[config.mk]
export PLATFORM = sky130hd
export DESIGN_NAME = cbx_core
export DESIGN_NICKNAME = d
export VERILOG_FILES = /design/src/rtl/cbx_mem.v /design/src/rtl/cbx_alu.v /design/src/rtl/cbx_core.v
export VERILOG_INCLUDE_DIRS = /design/src /design/src/rtl
export SDC_FILE = /design/constraint.sdc
export NUM_CORES = 2
export LEC_CHECK = 0
export ABC_CLOCK_PERIOD_IN_PS = 14900
export BUFFER_PORTS_ARGS = -buffer_cell sky130_fd_sc_hd__buf_2
export CORE_MARGIN = 3
export CORE_UTILIZATION = 50
export CTS_CLUSTER_SIZE = 28
export DETAILED_ROUTE_END_ITERATION = 10
export PLACE_DENSITY = 0.7
export SLEW_MARGIN = 5
export SYNTH_ARGS = -nofsm -noshare
export SYNTH_HDL_FRONTEND = slang
export SYNTH_SLANG_ARGS = --single-unit
export TNS_END_PERCENT = 50
[constraint.sdc]
create_clock -name hclk -period 14.9 [get_ports hclk]
set_clock_uncertainty 0.1 [all_clocks]
set_input_delay 2.235 -clock hclk [delete_from_list [all_inputs] [get_ports hclk]]
set_output_delay 2.235 -clock hclk [all_outputs]
set_load 0.02 [all_outputs]
[src/rtl/cbx_defines.vh]
`ifndef CBX_DEFINES_VH
`define CBX_DEFINES_VH
// ----------------------------------------
// Register map (byte addresses)
// ----------------------------------------
`define CBX_OFF_CTRL 12'h000
`define CBX_OFF_INSTR 12'h004
`define CBX_OFF_OPER 12'h008
`define CBX_OFF_RESULT 12'h00C
`define CBX_OFF_FLAGS 12'h010
`define CBX_OFF_STATUS 12'h014
`define CBX_OFF_IODATA 12'h018
`define CBX_OFF_DBG 12'h01C
// ----------------------------------------
// Status flag bit positions
// ----------------------------------------
`define CBX_F_C 0
`define CBX_F_Z 1
`define CBX_F_N 2
`define CBX_F_V 3
`define CBX_F_S 4
`define CBX_F_H 5
`define CBX_F_T 6
`define CBX_F_I 7
// ----------------------------------------
// Operation codes
// ----------------------------------------
`define CBX_OP_IDLE 5'h00
`define CBX_OP_IN 5'h01
`define CBX_OP_OUT 5'h02
`define CBX_OP_PUSH 5'h03
`define CBX_OP_POP 5'h04
`define CBX_OP_ROTL 5'h05
`define CBX_OP_ROTR 5'h06
`define CBX_OP_LSLU 5'h07
`define CBX_OP_LSRD 5'h08
`define CBX_OP_ASRD 5'h09
`define CBX_OP_SWAPN 5'h0A
`define CBX_OP_IOSET 5'h0B
`define CBX_OP_IOCLR 5'h0C
`define CBX_OP_TSTORE 5'h0D
`define CBX_OP_TLOAD 5'h0E
`define CBX_OP_FSET 5'h0F
`define CBX_OP_FCLR 5'h10
`define CBX_OP_BRK 5'h11
`define CBX_OP_SLP 5'h12
`define CBX_OP_WDOG 5'h13
// ----------------------------------------
// Cycle counts and penalties
// ----------------------------------------
`define CBX_CYC_ONE 3'h1
`define CBX_CYC_TWO 3'h2
`define CBX_NVM_EXTRA 3'h1
`define CBX_LOW_IO_LIMIT 6'h3F
`define CBX_STACK_TOP 8'hFF
`endif

[src/rtl/cbx_mem.v]
`timescale 1ns/1ns
module cbx_mem #(
  parameter AW = 8,
  parameter DW = 8
) (
  input wire clk, // clock
  input wire we, // write strobe
  input wire [AW-1:0] waddr, // write address
  input wire [DW-1:0] wdata, // write data
  input wire [AW-1:0] raddr, // read address
  output reg [DW-1:0] rdata // registered read data
);
  reg [DW-1:0] mem [0:(1<<AW)-1];
  always @(posedge clk) begin
    if (we) begin
      mem[waddr] <= wdata;
    end
    rdata <= mem[raddr];
  end
endmodule

[src/rtl/cbx_alu.v]
`timescale 1ns/1ns
`include "cbx_defines.vh"
module cbx_alu (
  input wire [4:0] op, // operation
  input wire [7:0] din, // operand
  input wire [7:0] flags_in, // current flags
  input wire [2:0] bsel, // bit select
  output reg [7:0] dout, // result
  output reg [7:0] flags_out // next flags
);
  reg c;
  always @* begin
    dout = din;
    flags_out = flags_in;
    c = flags_in[`CBX_F_C];
    case (op)
      `CBX_OP_ROTL: begin
        dout = {din[6:0], c}; // see RQ4
        c = din[7];
      end
      `CBX_OP_ROTR: begin
        dout = {c, din[7:1]}; // see RQ5
        c = din[0];
      end
      `CBX_OP_LSLU: begin
        dout = {din[6:0], 1'b0}; // see RQ18
        c = din[7];
      end
      `CBX_OP_LSRD: begin
        dout = {1'b0, din[7:1]}; // see RQ18
        c = din[0];
      end
      `CBX_OP_ASRD: begin
        dout = {din[7], din[7:1]}; // see RQ18
        c = din[0];
      end
      `CBX_OP_SWAPN: dout = {din[3:0], din[7:4]}; // see RQ18
      `CBX_OP_TSTORE: flags_out[`CBX_F_T] = din[bsel]; // see RQ8
      `CBX_OP_TLOAD: dout[bsel] = flags_in[`CBX_F_T]; // see RQ9
      `CBX_OP_FSET: flags_out[bsel] = 1'b1; // see RQ10 RQ11 RQ12 RQ19
      `CBX_OP_FCLR: flags_out[bsel] = 1'b0; // see RQ10 RQ11 RQ12 RQ19
      default: dout = din;
    endcase
    if (op == `CBX_OP_ROTL || op == `CBX_OP_ROTR || op == `CBX_OP_LSLU ||
        op == `CBX_OP_LSRD || op == `CBX_OP_ASRD) begin
      flags_out[`CBX_F_C] = c;
      flags_out[`CBX_F_Z] = (dout == 8'h00);
      flags_out[`CBX_F_N] = dout[7];
      flags_out[`CBX_F_V] = dout[7] ^ c;
      flags_out[`CBX_F_S] = dout[7] ^ (dout[7] ^ c);
      if (op == `CBX_OP_ROTL || op == `CBX_OP_LSLU) begin
        flags_out[`CBX_F_H] = din[3]; // see RQ4
      end
    end
  end
endmodule

[src/rtl/cbx_core.v]
`timescale 1ns/1ns
`include "cbx_defines.vh"
// Functional notes
// RQ1 - IN/OUT move a byte between I/O and register in one cycle, no flags.
// RQ2 - Push writes register to stack in two cycles, flags untouched.
// RQ3 - Pop loads register from stack in two cycles, flags untouched.
// RQ4 - Rotate left through carry updates Z,C,N,V,H in one cycle.
// RQ5 - Rotate right through carry updates Z,C,N,V in one cycle.
// RQ6 - I/O bit set forces selected bit to one in two cycles.
// RQ7 - I/O bit clear forces selected bit to zero in two cycles.
// RQ8 - Bit store copies register bit into transfer flag, one cycle.
// RQ9 - Bit load copies transfer flag into register bit, one cycle.
// RQ10 - Overflow flag set/clear in one cycle, nothing else changes.
// RQ11 - Half-carry flag set/clear in one cycle, nothing else changes.
// RQ12 - Signed flag set/clear in one cycle, nothing else changes.
// RQ13 - Sleep takes one cycle and signals power management.
// RQ14 - Break takes one cycle and signals debug logic.
// RQ15 - Watchdog restart takes one cycle and pulses watchdog restart.
// RQ16 - Accesses through the NVM controller add one cycle or more.
// RQ17 - Stores to the lowest 64 I/O bytes take one extra cycle.
// RQ18 - Shifts fill with zero or sign; swap exchanges nibbles; one cycle.
// RQ19 - Carry, negative, zero, transfer, interrupt flag set/clear alter only that flag.
// RQ20 - No-operation takes one cycle and changes nothing.
module cbx_core (
  input wire hclk, // clock
  input wire hresetn, // async reset, active low
  input wire hsel, // slave select
  input wire [31:0] haddr, // address
  input wire [1:0] htrans, // transfer type
  input wire hwrite, // write
  input wire [2:0] hsize, // size
  input wire [31:0] hwdata, // write data
  input wire hready, // bus ready
  output wire hreadyout, // slave ready
  output wire hresp, // response, always OKAY
  output reg [31:0] hrdata, // read data
  input wire nvm_wait, // NVM controller contention
  output reg sleep_req, // sleep pulse
  output reg break_req, // break pulse
  output reg wdog_restart // watchdog restart pulse
);
  // ----------------------------------------
  // Bus capture
  // ----------------------------------------
  localparam ST_IDLE = 3'b001;
  localparam ST_EXEC = 3'b010;
  localparam ST_DONE = 3'b100;
  reg wr_q;
  reg rd_q;
  reg [11:0] addr_q;
  reg [2:0] state_q;
  reg [2:0] cnt_q;
  reg [4:0] op_q;
  reg [7:0] oper_q;
  reg [2:0] bsel_q;
  reg nvm_q;
  reg [7:0] wreg_q;
  reg [7:0] iodata_q;
  reg [5:0] ioaddr_q;
  reg [7:0] flags_q;
  reg [7:0] sp_q;
  reg [7:0] result_q;
  reg [7:0] dbg_q;
  reg busy_q;
  wire accept = hsel & hready & htrans[1];
  wire [7:0] alu_dout;
  wire [7:0] alu_flags;
  wire [7:0] stk_rdata;
  wire stk_we;
  wire [7:0] stk_addr_w;
  reg [2:0] need;
  // Writes to the instruction register start execution.
  wire start = wr_q & (addr_q == `CBX_OFF_INSTR) & ~busy_q;
  assign hreadyout = 1'b1;
  assign hresp = 1'b0;
  always @(posedge hclk or negedge hresetn) begin
    if (!hresetn) begin
      wr_q <= 1'b0;
      rd_q <= 1'b0;
      addr_q <= 12'h000;
    end else begin
      wr_q <= accept & hwrite;
      rd_q <= accept & ~hwrite;
      if (accept) begin
        addr_q <= haddr[11:0];
      end
    end
  end
  // ----------------------------------------
  // Submodules
  // ----------------------------------------
  cbx_alu u_alu (
    .op(op_q),
    .din(wreg_q),
    .flags_in(flags_q),
    .bsel(bsel_q),
    .dout(alu_dout),
    .flags_out(alu_flags)
  );
  assign stk_we = busy_q & (op_q == `CBX_OP_PUSH) & (cnt_q == `CBX_CYC_ONE);
  assign stk_addr_w = sp_q;
  cbx_mem #(.AW(8), .DW(8)) u_stack (
    .clk(hclk),
    .we(stk_we),
    .waddr(stk_addr_w),
    .wdata(wreg_q),
    .raddr(sp_q + 8'h01),
    .rdata(stk_rdata)
  );
  // ----------------------------------------
  // Cycle budget per operation
  // ----------------------------------------
  always @* begin
    need = `CBX_CYC_ONE; // see RQ1 RQ13 RQ14 RQ15 RQ20
    if (op_q == `CBX_OP_PUSH || op_q == `CBX_OP_POP) begin
      need = `CBX_CYC_TWO; // see RQ2 RQ3
    end else if (op_q == `CBX_OP_IOSET || op_q == `CBX_OP_IOCLR) begin
      need = `CBX_CYC_TWO; // see RQ6 RQ7
    end
    // Low I/O stores pay one extra cycle.
    if (op_q == `CBX_OP_OUT && ioaddr_q <= `CBX_LOW_IO_LIMIT) begin
      need = need + `CBX_CYC_ONE; // see RQ17
    end
    if (nvm_q) begin
      need = need + `CBX_NVM_EXTRA; // see RQ16
    end
  end
  // ----------------------------------------
  // Execution sequencer
  // ----------------------------------------
  always @(posedge hclk or negedge hresetn) begin
    if (!hresetn) begin
      state_q <= ST_IDLE;
      cnt_q <= 3'h0;
      busy_q <= 1'b0;
      op_q <= `CBX_OP_IDLE;
      oper_q <= 8'h00;
      bsel_q <= 3'h0;
      nvm_q <= 1'b0;
      wreg_q <= 8'h00;
      iodata_q <= 8'h00;
      ioaddr_q <= 6'h00;
      flags_q <= 8'h00;
      sp_q <= `CBX_STACK_TOP;
      result_q <= 8'h00;
      dbg_q <= 8'h00;
      sleep_req <= 1'b0;
      break_req <= 1'b0;
      wdog_restart <= 1'b0;
    end else begin
      sleep_req <= 1'b0;
      break_req <= 1'b0;
      wdog_restart <= 1'b0;
      if (wr_q && !busy_q) begin
        if (addr_q == `CBX_OFF_OPER) begin
          wreg_q <= hwdata[7:0];
          ioaddr_q <= hwdata[13:8];
          bsel_q <= hwdata[18:16];
          nvm_q <= hwdata[24];
        end else if (addr_q == `CBX_OFF_FLAGS) begin
          flags_q <= hwdata[7:0];
        end else if (addr_q == `CBX_OFF_IODATA) begin
          iodata_q <= hwdata[7:0];
        end
      end
      case (state_q)
        ST_IDLE: begin
          if (start) begin
            op_q <= hwdata[4:0];
            busy_q <= 1'b1;
            cnt_q <= `CBX_CYC_ONE;
            state_q <= ST_EXEC;
          end
        end
        ST_EXEC: begin
          if (cnt_q >= need && !(nvm_q && nvm_wait)) begin
            state_q <= ST_DONE;
            busy_q <= 1'b0;
            case (op_q)
              `CBX_OP_IN: wreg_q <= iodata_q; // see RQ1
              `CBX_OP_OUT: iodata_q <= wreg_q; // see RQ1
              `CBX_OP_PUSH: sp_q <= sp_q - 8'h01; // see RQ2
              `CBX_OP_POP: begin
                wreg_q <= stk_rdata; // see RQ3
                sp_q <= sp_q + 8'h01;
              end
              `CBX_OP_IOSET: iodata_q[bsel_q] <= 1'b1; // see RQ6
              `CBX_OP_IOCLR: iodata_q[bsel_q] <= 1'b0; // see RQ7
              `CBX_OP_SLP: sleep_req <= 1'b1; // see RQ13
              `CBX_OP_BRK: begin
                break_req <= 1'b1; // see RQ14
                dbg_q <= dbg_q + 8'h01;
              end
              `CBX_OP_WDOG: wdog_restart <= 1'b1; // see RQ15
              `CBX_OP_IDLE: wreg_q <= wreg_q; // see RQ20
              default: begin
                wreg_q <= alu_dout;
                flags_q <= alu_flags;
              end
            endcase
            result_q <= {3'h0, op_q};
          end else if (cnt_q < need) begin
            // Saturate so a long stall cannot wrap the count
            cnt_q <= cnt_q + `CBX_CYC_ONE;
          end
        end
        default: state_q <= ST_IDLE;
      endcase
    end
  end
  // ----------------------------------------
  // Read mux
  // ----------------------------------------
  always @(posedge hclk or negedge hresetn) begin
    if (!hresetn) begin
      hrdata <= 32'h00000000;
    end else if (accept && !hwrite) begin
      if (haddr[11:0] == `CBX_OFF_CTRL) begin
        hrdata <= {29'h0, state_q};
      end else if (haddr[11:0] == `CBX_OFF_OPER) begin
        hrdata <= {7'h0, nvm_q, 5'h0, bsel_q, 2'h0, ioaddr_q, wreg_q};
      end else if (haddr[11:0] == `CBX_OFF_RESULT) begin
        hrdata <= {24'h0, result_q};
      end else if (haddr[11:0] == `CBX_OFF_FLAGS) begin
        hrdata <= {24'h0, flags_q};
      end else if (haddr[11:0] == `CBX_OFF_STATUS) begin
        hrdata <= {16'h0, sp_q, 7'h0, busy_q};
      end else if (haddr[11:0] == `CBX_OFF_IODATA) begin
        hrdata <= {24'h0, iodata_q};
      end else if (haddr[11:0] == `CBX_OFF_DBG) begin
        hrdata <= {24'h0, dbg_q};
      end else begin
        hrdata <= 32'h00000000;
      end
    end
  end
endmodule

==> flow_summary.yaml <==
detailed_routing:
  drc: 0
  drtIter0Drc: 5432
  wl_met3_mm: 18.0
  wl_mm: 201
  dr.max_layer_used: "met5"
  first_pass_iters: 8
  wl_met2_mm: 97.6
  via_count: 44300
  ant_nets: 0
  viasPerCell: 6.28
  wl_met1_mm: 78.3
  wire_per_inst_um: 28.4
sta:
  fmax_mhz: 144
  period_minus_slack_ps: 6940
  rsz0062_at_grt: "no"
  drv_slew: 0
  hold_violations: 0
  fin_setup_tns_ps: 0
  finalSetupViolCount: 0
  finalCritPeriodShare: 0.465
  hold_slack_ps: 371
  relSlewSlack: 0.124
  worst_pin_slew_ps: 1310
hold_path:
  hold_depth: 2
  min-delay-start: "hrdata[8]$_DFFE_PN0P_"
  hold_path_end: "hrdata[8]$_DFFE_PN0P_"
  min_path_type: "flop to flop"
pwr:
  leakage_nw: 32.1
  vdd_ir_drop_max_mv: 0.112
  p_per_area_mw_per_mm2: 129
setup_path:
  cp_cell_sequence: "buf_4 > buf_4 > buf_12 > buf_4 > mux4_2 > mux2i_1 > mux2i_1 > a32oi_1 > o221ai_1 > a22oi_1 > o221ai_1"
  cp_data_arrival_time_ps: 7470
  critPathMaxStageDelay_ps: 870
  startpoint_type: "flop"
  crit_top_cell: "buf_4"
  r2r_slack_ps: 7960
  r2r_cells: 11
  path_class: "flop to flop"
  crit_required_ps: 15440
  r2r-end: "u_stack.rdata[4]$_DFF_P_"
  critPathSlowestCell: "dfstp_4"
  r2r_start: "sp_q[0]$_DFFE_PN1P_"
  cp_max_fo: 99
  end_kind: "flop"
floorplan:
  num_rows: 151
  die_h_um: 421
  die_w_um: 421
  ios: 112
  start_util: 0.506
  die_area_mm2: 0.177
  fp.coreArea_mm2: 0.170
clocking:
  h-tree-depth: 4
  cts_buffer_depth: 3
  cts_hold_buffers: 0
  cts_buffers: 206
  post-cts-setup-buffers: 0
  clk_pin_slew_ps: 60
  insertion_delay_ps: 810
  cts_root_buffer: "clkbuf_16"
  cts.repair.resized: 0
  clkSinkCount: 2159
  cts_tree: "yes"
layout:
  final_layout_size_suffix_gt1_frac: 0.211
  area_growth_pct: 11.0
  final_nets: 4750
logic_synthesis:
  synth_flop_cell: "edfxtp_1"
  synth_area_mm2: 0.0860
  synth_top_area_frac: 0.715
  synth_top_area_cell: "edfxtp_1"
  synth_commonest_cells: "edfxtp_1, nand2_1, mux4_2"
  async_flop_share: 0.0477
  avgSynthCellArea_um2: 18.6
  yosysWarnings: 0
  synth.most_common_cell: "edfxtp_1"
  ys_seq_elements: 2159
  synthCells: 4621
  synth.area.top_cells: "edfxtp_1, mux4_2, dfrtp_1"
  ys_types: 77
  synth_edf_count: 2048
  synth_seq_area_share: 0.747
place:
  place.gp.congestion: 0.919
  io_buffer_count: 59
  place_hpwl_mm: 113
global_routing:
  grt_pass1_wl_mm: 296
  grt_max_degree: 226
  gr-total-overflow: 0
  grt.total_usage: 0.228
  grt_pass1_vias: 44400
  antenna_found_initial: 3
flow_run:
  cap_violations: 0
run_status:
  run_status: "finished, final reports clean"
[sequential cells by signal (all words and copies together), names as in the netlist, 6 cells and up, named ones only]
name	count
flags_q	7
iodata_q	8
u_stack.mem	2048
dbg_q	8
hrdata	20
u_stack.rdata	8
wreg_q	8
addr_q	12
ioaddr_q	6
sp_q	8
[through the flow]
step / power [mW] / cells / cell area, um2 / setup slack [ps] / utilization
2_1_floorplan: 7.10 / 4633 / 86000 / 10230 / -
3_3_place_gp: 7.26 / 6673 / 88600 / 8000 / 0.521
3_5_place_dp: 7.27 / 6673 / 88600 / 7870 / 0.521
4_1_cts: 12.4 / 7054 / 95400 / 7850 / 0.561
5_1_grt: 12.7 / 7055 / 95400 / 7440 / 0.561
6_report: 12.3 / 7055 / 95400 / 7960 / 0.561
[final cells by class]
type                       count  area, um2
clock inverter               118       1250
fill                       12600      74700
multi-input combinational   2152      20600
clock buffer                 263       5490
sequential                  2159      64300
antenna                        1       2.50
inverter                      18       67.6
timing repair buffer         126        913
tap                         2218       2780
[logic make-up after synthesis]
logic type | share of synthesized area
other | 0.0000874
AOI/OAI and AO/OA | 0.0299
adders and majority gates | 0.00186
xor gates and xnor gates | 0.00224
muxes | 0.147
buffers and inverters | 0.0155
and+or+nand+nor | 0.0558
DFF | 0.747
[worst max path at each step]
| stage | from | endpoint |
|---|---|---|
| floorplan | wreg_q[1]$_DFFE_PN0P_ | flags_q[6]$_DFFE_PN0P_ |
| global placement | sp_q[0]$_DFFE_PN1P_ | u_stack.rdata[4]$_DFF_P_ |
| detailed placement | sp_q[0]$_DFFE_PN1P_ | u_stack.rdata[4]$_DFF_P_ |
| CTS | sp_q[0]$_DFFE_PN1P_ | u_stack.rdata[4]$_DFF_P_ |
| global route | sp_q[0]$_DFFE_PN1P_ | u_stack.rdata[4]$_DFF_P_ |
| finish | sp_q[0]$_DFFE_PN1P_ | u_stack.rdata[4]$_DFF_P_ |
[cell usage in the layout (no fill, tap or decap), drive strengths merged, types with 20 or more instances in the layout]
master | netlist | layout
a21oi | 40 | 40
a22oi | 97 | 97
buf | 94 | 126
bufinv | 0 | 20
clkbuf | 210 | 263
clkinv | 1 | 89
dfrtp | 94 | 94
edfxtp | 2048 | 2048
inv | 17 | 22
mux2 | 34 | 34
mux2i | 69 | 69
mux4 | 514 | 514
nand2 | 518 | 518
nand3 | 183 | 183
nor2 | 318 | 318
o21ai | 55 | 55
o221ai | 26 | 26
o22ai | 32 | 32
[power breakdown]
group          switching [mW]  internal [mW]  total, mW
Clock                    2.24           2.96       5.20
Combinational           0.309          0.150      0.458
Sequential             0.0337           6.65       6.69
[metal layers]
metal | up-vias | GRT usage
li1 | 18600 | -
met1 | 23100 | 0.319
met2 | 2197 | 0.362
met3 | 383 | 0.0476
met4 | 2 | 0.0745
met5 | - | 0
[critical path, delay by kind of cell (launching register included)]
family / cells / cell delay [ps]
flops: 1 / 870
compound gates: 4 / 1470
buf+inv: 4 / 2970
mux: 3 / 1150
No activity file was read; power rests on OpenSTA's default activity.
